[src/cpdp_defs.vh]
`ifndef CPDP_DEFS_VH
`define CPDP_DEFS_VH

// Clock plan in kHz: reference, multiplied bit reference, link system clock
`define CPDP_REF_KHZ 24576
`define CPDP_PLL_KHZ 393216
`define CPDP_SYS_KHZ 49152
// Core cycles (one S400 bit each) per system clock period, and PLL factor
`define CPDP_SLOT_CYC (`CPDP_PLL_KHZ / `CPDP_SYS_KHZ)
`define CPDP_PLL_MULT (`CPDP_PLL_KHZ / `CPDP_REF_KHZ)
// Serial rates in kbit/s
`define CPDP_S100_KBPS 98304
`define CPDP_S200_KBPS 196608
`define CPDP_S400_KBPS 393216

// Speed codes, shared by the link side and the sensed common-mode level
`define CPDP_SPD_S100 2'h0
`define CPDP_SPD_S200 2'h1
`define CPDP_SPD_S400 2'h2

// Parallel lane counts per speed
`define CPDP_LANES_S100 4'h2
`define CPDP_LANES_S200 4'h4
`define CPDP_LANES_S400 4'h8

// Bit tick masks on the slot counter per speed
`define CPDP_TICK_S100 3'h3
`define CPDP_TICK_S200 3'h1
`define CPDP_TICK_S400 3'h0

// Line-state comparator codes
`define CPDP_LS_IDLE 2'h0
`define CPDP_LS_PREFIX 2'h1

// Half of the slot counter range marks the high phase of the link clock
`define CPDP_SLOT_HALF_BIT 2

`endif

[src/cpdp_data_path.v]
// Overview of operation
// - The link presents transmit data on 2, 4 or 8 lines per speed; it is latched on the system clock.
// - Latched bits are serialized and data-strobe encoded at the S100, S200 or S400 bit rate.
// - While transmitting, encoded data goes out on TPB and encoded strobe on TPA of each connected port.
// - A receiving port has both its drivers disabled and its receivers enabled.
// - On reception data is taken from TPA and strobe from TPB.
// - The incoming data-strobe pair is decoded into a bit clock and serial bits.
// - Received bits are grouped to 2, 4 or 8 lines per speed and resynchronized to the system clock.
// - Data received on one port is repeated onto every other active, connected port.
// - A system clock is driven to the link and also times the received-data resync.
// - The multiplied bit reference is divided internally to time the outbound data and strobe.
// - Driving the power-down input high stops the clock generator.
// - With the barrier select high the link outputs are driven in plain form.
// - With the barrier select low the received data and valid outputs are differentiated for an isolation barrier.
// - Line-state comparators give arbitration status; TPA common mode sets the next packet speed.
// - TPB common-mode bias detection marks the remote node as connected.
`timescale 1ns/10ps
`default_nettype none
`include "cpdp_defs.vh"

module cpdp_data_path #(
    parameter NPORT = 2
) (
    // Clock and reset
    input wire ref_clk,
    input wire sys_rst,
    // Mode pins
    input wire power_down_input,
    input wire barrier_sel,
    // Link transmit request
    input wire tx_req,
    input wire [1:0] tx_speed,
    input wire [7:0] tx_data,
    // Link receive delivery and clock
    output reg sys_clk_q,
    output reg [7:0] rx_data_q,
    output reg rx_valid_q,
    output reg [1:0] rx_speed_q,
    // Cable pairs
    output wire [NPORT-1:0] tpa_out,
    output wire [NPORT-1:0] tpa_oe,
    output wire [NPORT-1:0] tpb_out,
    output wire [NPORT-1:0] tpb_oe,
    input wire [NPORT-1:0] tpa_in,
    input wire [NPORT-1:0] tpb_in,
    // Line sensing
    input wire [2*NPORT-1:0] tpa_cmp,
    input wire [2*NPORT-1:0] tpb_cmp,
    input wire [2*NPORT-1:0] tpa_cm_speed,
    input wire [NPORT-1:0] tpb_bias_det,
    // Status
    output reg pll_run_q,
    output reg [4*NPORT-1:0] arb_status_q,
    output reg [NPORT-1:0] conn_q,
    output reg [NPORT-1:0] port_rx_q
);

    // Lane count for a speed code
    function [3:0] lanes;
        input [1:0] spd;
        begin
            case (spd)
                `CPDP_SPD_S100: lanes = `CPDP_LANES_S100;
                `CPDP_SPD_S200: lanes = `CPDP_LANES_S200;
                default: lanes = `CPDP_LANES_S400;
            endcase
        end
    endfunction

    // Bit tick for a speed code: divider taps on the slot counter
    function tick_at;
        input [1:0] spd;
        input [2:0] slot;
        begin
            case (spd)
                `CPDP_SPD_S100: tick_at = (slot & `CPDP_TICK_S100) == 3'h0;
                `CPDP_SPD_S200: tick_at = (slot & `CPDP_TICK_S200) == 3'h0;
                default: tick_at = (slot & `CPDP_TICK_S400) == 3'h0;
            endcase
        end
    endfunction

    reg [2:0] slot_q;
    reg tx_busy_q;
    reg [1:0] tx_spd_q;
    reg [7:0] tx_shift_q;
    reg [3:0] tx_left_q;
    reg [7:0] des_q;
    reg [3:0] des_cnt_q;
    reg [7:0] hold_q;
    reg pend_q;
    reg [7:0] word_raw_q;
    reg valid_raw_q;
    reg [7:0] word_d;
    reg valid_d;
    reg [NPORT-1:0] port_tx_en;
    reg [NPORT-1:0] port_tick;
    reg [NPORT-1:0] port_bit;
    reg [NPORT-1:0] port_rx_d;
    reg [1:0] rx_speed_d;
    reg rx_bit;
    reg rx_vld;
    wire [NPORT-1:0] rx_bit_w;
    wire [NPORT-1:0] rx_vld_w;
    wire slot0;
    wire tx_tick;
    wire word_done;
    wire [7:0] des_next;
    integer p, q;
    genvar g;

    assign slot0 = slot_q == 3'h0;
    assign tx_tick = tx_busy_q & tick_at(tx_spd_q, slot_q) & (tx_left_q != 4'h0);
    assign des_next = {des_q[6:0], rx_bit};
    assign word_done = rx_vld & ((des_cnt_q + 4'h1) == lanes(rx_speed_q));

    // Clock generator: stops on power-down, slot counter divides the bit reference
    always @(posedge ref_clk or posedge sys_rst) begin
        if (sys_rst) begin
            pll_run_q <= 1'b0;
            slot_q <= 3'h0;
            sys_clk_q <= 1'b0;
        end else begin
            pll_run_q <= ~power_down_input;
            if (pll_run_q) begin
                slot_q <= slot_q + 3'h1;
            end else begin
                slot_q <= 3'h0; // Restart keeps the first link clock period whole
            end
            sys_clk_q <= pll_run_q & slot_q[`CPDP_SLOT_HALF_BIT];
        end
    end

    // Transmit latch and serializer, one word per system clock period
    always @(posedge ref_clk or posedge sys_rst) begin
        if (sys_rst) begin
            tx_busy_q <= 1'b0;
            tx_spd_q <= `CPDP_SPD_S100;
            tx_shift_q <= 8'h00;
            tx_left_q <= 4'h0;
        end else if (!pll_run_q) begin
            tx_busy_q <= 1'b0;
            tx_left_q <= 4'h0;
        end else if (slot0) begin
            // A packet being received owns the ports; the link must wait
            tx_busy_q <= tx_req & ~(|port_rx_q);
            tx_spd_q <= tx_speed;
            tx_shift_q <= tx_data;
            tx_left_q <= (tx_req & ~(|port_rx_q)) ? lanes(tx_speed) : 4'h0;
        end else if (tx_tick) begin
            tx_shift_q <= {tx_shift_q[6:0], 1'b0};
            tx_left_q <= tx_left_q - 4'h1;
        end
    end

    // Connection, arbitration sensing and receive port selection
    always @* begin
        port_rx_d = port_rx_q;
        rx_speed_d = rx_speed_q;
        for (p = 0; p < NPORT; p = p + 1) begin
            if (port_rx_q[p] && tpa_cmp[2*p +: 2] == `CPDP_LS_IDLE &&
                tpb_cmp[2*p +: 2] == `CPDP_LS_IDLE) begin
                port_rx_d[p] = 1'b0;
            end
        end
        for (p = NPORT - 1; p >= 0; p = p - 1) begin
            if (port_rx_q == {NPORT{1'b0}} && !tx_busy_q && conn_q[p] &&
                tpb_cmp[2*p +: 2] == `CPDP_LS_PREFIX) begin
                port_rx_d = {NPORT{1'b0}};
                port_rx_d[p] = 1'b1;
                rx_speed_d = tpa_cm_speed[2*p +: 2];
            end
        end
        if (!pll_run_q) begin
            port_rx_d = {NPORT{1'b0}};
        end
    end

    always @(posedge ref_clk or posedge sys_rst) begin
        if (sys_rst) begin
            conn_q <= {NPORT{1'b0}};
            arb_status_q <= {4*NPORT{1'b0}};
            port_rx_q <= {NPORT{1'b0}};
            rx_speed_q <= `CPDP_SPD_S100;
        end else begin
            conn_q <= tpb_bias_det;
            arb_status_q <= {tpa_cmp, tpb_cmp};
            port_rx_q <= port_rx_d;
            rx_speed_q <= rx_speed_d;
        end
    end

    // Per-port source: link serializer, or the other port's recovered stream
    always @* begin
        rx_bit = 1'b0;
        rx_vld = 1'b0;
        for (q = 0; q < NPORT; q = q + 1) begin
            if (port_rx_q[q]) begin
                rx_bit = rx_bit_w[q];
                rx_vld = rx_vld_w[q];
            end
        end
        for (q = 0; q < NPORT; q = q + 1) begin
            if (tx_busy_q) begin
                port_tx_en[q] = conn_q[q] & ~port_rx_q[q] & pll_run_q;
                port_tick[q] = tx_tick;
                port_bit[q] = tx_shift_q[7];
            end else begin
                port_tx_en[q] = (|port_rx_q) & ~port_rx_q[q] & conn_q[q] & pll_run_q;
                port_tick[q] = rx_vld;
                port_bit[q] = rx_bit;
            end
        end
    end

    generate
        for (g = 0; g < NPORT; g = g + 1) begin : g_port
            cpdp_ds_port u_port (
                .ref_clk(ref_clk),
                .sys_rst(sys_rst),
                .tx_en(port_tx_en[g]),
                .tx_tick(port_tick[g]),
                .tx_bit(port_bit[g]),
                .rx_en(port_rx_q[g]),
                .rx_data_in(tpa_in[g]),
                .rx_strb_in(tpb_in[g]),
                .rx_bit_q(rx_bit_w[g]),
                .rx_bit_vld_q(rx_vld_w[g]),
                .tpa_out_q(tpa_out[g]),
                .tpa_oe_q(tpa_oe[g]),
                .tpb_out_q(tpb_out[g]),
                .tpb_oe_q(tpb_oe[g])
            );
        end
    endgenerate

    // Deserializer: first received bit lands in bit 7
    always @(posedge ref_clk or posedge sys_rst) begin
        if (sys_rst) begin
            des_q <= 8'h00;
            des_cnt_q <= 4'h0;
            hold_q <= 8'h00;
            pend_q <= 1'b0;
        end else begin
            if (!(|port_rx_q)) begin
                des_cnt_q <= 4'h0;
            end else if (word_done) begin
                des_cnt_q <= 4'h0;
                hold_q <= des_next << (4'h8 - lanes(rx_speed_q));
            end else if (rx_vld) begin
                des_q <= des_next;
                des_cnt_q <= des_cnt_q + 4'h1;
            end
            // A word finishing on the delivery slot stays pending
            pend_q <= word_done | (pend_q & ~slot0);
        end
    end

    // Resync onto system clock slots, then plain or differentiated drive
    always @* begin
        word_d = word_raw_q;
        valid_d = valid_raw_q;
        if (slot0) begin
            word_d = pend_q ? hold_q : 8'h00;
            valid_d = pend_q;
        end
    end

    always @(posedge ref_clk or posedge sys_rst) begin
        if (sys_rst) begin
            word_raw_q <= 8'h00;
            valid_raw_q <= 1'b0;
            rx_data_q <= 8'h00;
            rx_valid_q <= 1'b0;
        end else begin
            word_raw_q <= word_d;
            valid_raw_q <= valid_d;
            if (barrier_sel) begin
                rx_data_q <= word_d;
                rx_valid_q <= valid_d;
            end else begin
                // Only edges cross a capacitive barrier, so send change pulses
                rx_data_q <= word_d ^ word_raw_q;
                rx_valid_q <= valid_d ^ valid_raw_q;
            end
        end
    end

endmodule // cpdp_data_path

`default_nettype wire

[src/cpdp_ds_port.v]
`timescale 1ns/10ps
`default_nettype none

// One cable port: data-strobe encoder toward the pairs, decoder from them
module cpdp_ds_port (
    // Clock and reset
    input wire ref_clk,
    input wire sys_rst,
    // Transmit side
    input wire tx_en,
    input wire tx_tick,
    input wire tx_bit,
    // Receive side
    input wire rx_en,
    input wire rx_data_in,
    input wire rx_strb_in,
    output reg rx_bit_q,
    output reg rx_bit_vld_q,
    // Cable pair drivers
    output reg tpa_out_q,
    output reg tpa_oe_q,
    output reg tpb_out_q,
    output reg tpb_oe_q
);

    reg prev_par_q;
    wire rx_par;

    assign rx_par = rx_data_in ^ rx_strb_in;

    // Encoder: data on TPB, strobe on TPA toggles when data repeats
    always @(posedge ref_clk or posedge sys_rst) begin
        if (sys_rst) begin
            tpa_out_q <= 1'b0;
            tpb_out_q <= 1'b0;
            tpa_oe_q <= 1'b0;
            tpb_oe_q <= 1'b0;
        end else begin
            tpa_oe_q <= tx_en & ~rx_en;
            tpb_oe_q <= tx_en & ~rx_en;
            if (!tx_en) begin
                // Idle lines at zero so the far decoder starts from even parity
                tpa_out_q <= 1'b0;
                tpb_out_q <= 1'b0;
            end else if (tx_tick) begin
                tpb_out_q <= tx_bit;
                if (tx_bit == tpb_out_q) begin
                    tpa_out_q <= ~tpa_out_q;
                end
            end
        end
    end

    // Decoder: every parity change of data^strobe is one recovered bit
    always @(posedge ref_clk or posedge sys_rst) begin
        if (sys_rst) begin
            prev_par_q <= 1'b0;
            rx_bit_q <= 1'b0;
            rx_bit_vld_q <= 1'b0;
        end else if (!rx_en) begin
            prev_par_q <= 1'b0;
            rx_bit_vld_q <= 1'b0;
        end else begin
            prev_par_q <= rx_par;
            rx_bit_vld_q <= rx_par != prev_par_q;
            if (rx_par != prev_par_q) begin
                rx_bit_q <= rx_data_in;
            end
        end
    end

endmodule // cpdp_ds_port

`default_nettype wire

[config.mk]
export PLATFORM = sky130hd
export DESIGN_NAME = cpdp_data_path
export DESIGN_NICKNAME = d
export VERILOG_FILES = /design/src/cpdp_data_path.v /design/src/cpdp_ds_port.v
export VERILOG_INCLUDE_DIRS = /design/src
export SDC_FILE = /design/constraint.sdc
export NUM_CORES = 1
export LEC_CHECK = 0
export BUFFER_PORTS_ARGS = -buffer_cell sky130_fd_sc_hd__buf_2
export CAP_MARGIN = 15
export CORE_ASPECT_RATIO = 0.9
export CORE_MARGIN = 8
export CORE_UTILIZATION = 57
export CTS_CLUSTER_DIAMETER = 150
export DETAILED_ROUTE_END_ITERATION = 10
export GPL_TIMING_DRIVEN = 0
export HOLD_SLACK_MARGIN = 0.05
export PLACE_DENSITY = 0.8
export SETUP_SLACK_MARGIN = 0.3
export SYNTH_ARGS = -nofsm -noshare
export SYNTH_HDL_FRONTEND = slang
export SYNTH_SLANG_ARGS = --single-unit
[constraint.sdc]
create_clock -name ref_clk -period 3.6 [get_ports ref_clk]
set_input_delay 0.54 -clock ref_clk [delete_from_list [all_inputs] [get_ports ref_clk]]
set_output_delay 0.54 -clock ref_clk [all_outputs]
set_load 0.01 [all_outputs]
==> results.cfg <==
[yosys]
synth_cell_types = 60
synthTopCellsByArea = dfrtp_1 50%, nand2_1 5.3%, mux2_2 5.1%, o21ai_0 4.1%, a21oi_1 2.1%
synth_area_um2 = 4200
yosysWarnings = 0
postSynthCellCount = 403
synth-edff-count = 0
synthFlopType = dfrtp_1
avgSynthCellArea_um2 = 10.4
synth_fp_nets = 442
ys_async_sr_fraction_pct = 100
ys_seq_elements = 84
synth_seq_area_share_pct = 50.0
synthDominantCellAreaShare_pct = 50.0
synth_top_area_cell = dfrtp_1

[power_and_ir_drop]
p_total_w = 0.00229
p_int_w = 0.00163
switchingPower_w = 0.000662
swShare_pct = 28.9
pwr_density_cell_nw_per_um2 = 468
comb_power_share_pct = 19.9
clkPwrFrac_pct = 33.1
pwr-share-seq_pct = 46.9
ir_worst_vdd_mv = 0.281
leakagePower_nw = 2.33

[place]
portBuffers = 65
placed_area_um2 = 4670
gp_congestion = 0.824
dp_hpwl_mm = 6.67

[global_route]
overflow = 0
grt_max_degree = 54
grt_pass1_vias = 3423
grt_pass1_wl_mm = 16.1
track_usage_pct = 19.0
antenna_found_initial = 0

[sta]
timing.final.hold_violations = 0
clock-skew-final_ns = 0.0159
tightestPinTransition_ns = 0.528
finalCritPeriodShare_pct = 63.2
setup_viol = 0
rsz0062_at_grt = no
relSlewSlack_pct = 64.7
finalCriticalPeriod_ns = 2.28
max_freq_mhz = 439
maxSlewViolCount = 0

[finish]
design_area_um2 = 4900
nNetsFinal = 519
layout-drive-gt1-share_pct = 27.6
antenna_cells = 0
final_common_cell = dfrtp_1
post-route-util_pct = 68.8
nFillCells = 586
regArea_um2 = 2100
multi_input_area_um2 = 1880
syn2layout_area_growth_pct = 16.6
mostFrequentLayoutCells = 84 x dfrtp_1, 68 x buf_2, 59 x nand2_1

[clock_network]
post_cts_resize_count = 0
cts_tree = built
insertion_delay_ns = 0.36
cts_root_buf = clkbuf_8
cts_max_level = 3
cts_buffer_depth = 2
clkSinkCount = 84
clkSlewWorstSetupHoldPaths_ns = 0.08
hold_buffers = 0
postCtsSetupBuffers = 0
cts_buffers = 9

[route]
routed_via_density = 5.62
wl_per_cell_um = 16.1
drt_iter0_drc = 116
postRouteAntennaNets = 0
routed_wl_mm = 9.30
dr.pass1.iters = 4
drc = 0
dr_total_vias = 3248

[critical_path]
crit_type = register to register
worstPathRequired_ns = 3.83
worstPathMaxFanout = 10
rrSetupSlack_ns = 1.32
start_kind = register
worstPathArrival_ns = 2.51
endpoint_kind = register

[floorplan]
die_width_um = 106
die_h_um = 97.4
rows = 29
die_area_um2 = 10400
initial_core_util_pct = 59.1
core_um2 = 7110
io_pins = 66

[worst_hold_path]
hp-class = input port to async pin

[status]
status = completed

[job]
maxCapViolCount = 0
[metrics by stage]
stage	worst slack [ns]	std cells	hold slack [ns]	TNS, ns
global placement	-0.0435	561	0.474	-3.37
detailed placement	1.37	562	0.480	0
floorplan	0.895	403	0.451	0
CTS	1.34	578	0.189	0
global route	1.18	578	0.206	0
finish	1.32	578	0.186	0
[power by group through the flow]
stage	logic (W)	registers, W	clock network [W]
final	0.000457	0.00108	0.000760
after global routing	0.000508	0.00109	0.000809
after CTS	0.000459	0.00108	0.000774
after detailed placement	0.000455	0.00109	0
after global placement	0.000434	0.00109	0
after floorplan	0.000328	0.00109	0
[cells in the mapped netlist, types with 6 or more instances]
cell and n:
nand3_1 11, inv_1 14, clkbuf_1 12, buf_4 12
a21oi_1 18, xor2_1 7, ha_1 6, and2_1 9
o21ai_0 34, mux2i_1 9, nor2_1 8, mux2_2 19
nand3b_1 6, nand2_1 59, xnor2_1 9, nand2b_1 10
dfrtp_1 84
[path summary, 6_finish.rpt]
check                                start         endpoint  cells past startpoint
setup / recovery             rx_speed_q[0]        hold_q[6]                      8
hold / removal                     sys_rst    tx_shift_q[5]                      2
setup reg to reg             rx_speed_q[0]        hold_q[6]                      8
hold reg to reg                  slot_q[0]        slot_q[0]                      1
max in group asynchronous          sys_rst  arb_status_q[3]                      3
min in group ref_clk       tpb_bias_det[0]        conn_q[0]                      1
[area by class of cell]
class	count	area share (%)
clock inverter	5	1.69
tap	93	2.38
clock buffer	11	2.89
buffer	29	3.37
multi-input combinational	276	38.4
timing repair buffer	66	7.21
inverter	14	1.12
sequential	84	42.9
[flip-flops by register name, summed over array words and instances (netlist names), 2 cells and up]
signal / count
rx_speed_q: 2
slot_q: 3
tx_spd_q: 2
g_port.u_port.tpa_oe_q: 2
g_port.u_port.tpb_out_q: 2
g_port.u_port.rx_bit_q: 2
des_q: 7
arb_status_q: 8
conn_q: 2
tx_shift_q: 8
port_rx_q: 2
g_port.u_port.prev_par_q: 2
g_port.u_port.tpa_out_q: 2
rx_data_q: 8
tx_left_q: 4
g_port.u_port.rx_bit_vld_q: 2
hold_q: 8
des_cnt_q: 4
word_raw_q: 8
[worst max-delay path: stages (launching register included)]
cell,delay [ns]
dfrtp_1,0.38
buf_2,0.17
nor2_2,0.27
inv_1,0.14
ha_1,0.29
clkbuf_1,0.28
mux2i_1,0.24
o32ai_1,0.10
mux2_1,0.30
[kinds of logic (layout without fill, tap and decap cells)]
logic type	count (synthesis)	count (layout)	share of synthesized area, %
compound gates	89	89	14.7
fa+ha+maj	6	6	1.79
flops	84	84	50.0
mux	31	31	8.13
xor+xnor	16	16	3.34
simple gates	134	134	16.8
buf+inv	43	125	5.18
[routing by layer]
layer | global-route usage [%] | vias to the layer above | routed length (um)
met5 | 0 | - | 0
met4 | 5.41 | 0 | 85
met3 | 6.10 | 9 | 509
met2 | 30.9 | 81 | 4610
met1 | 23.5 | 1606 | 4090
li1 | - | 1552 | -
Note: power is estimated with default switching activity, not from simulation.
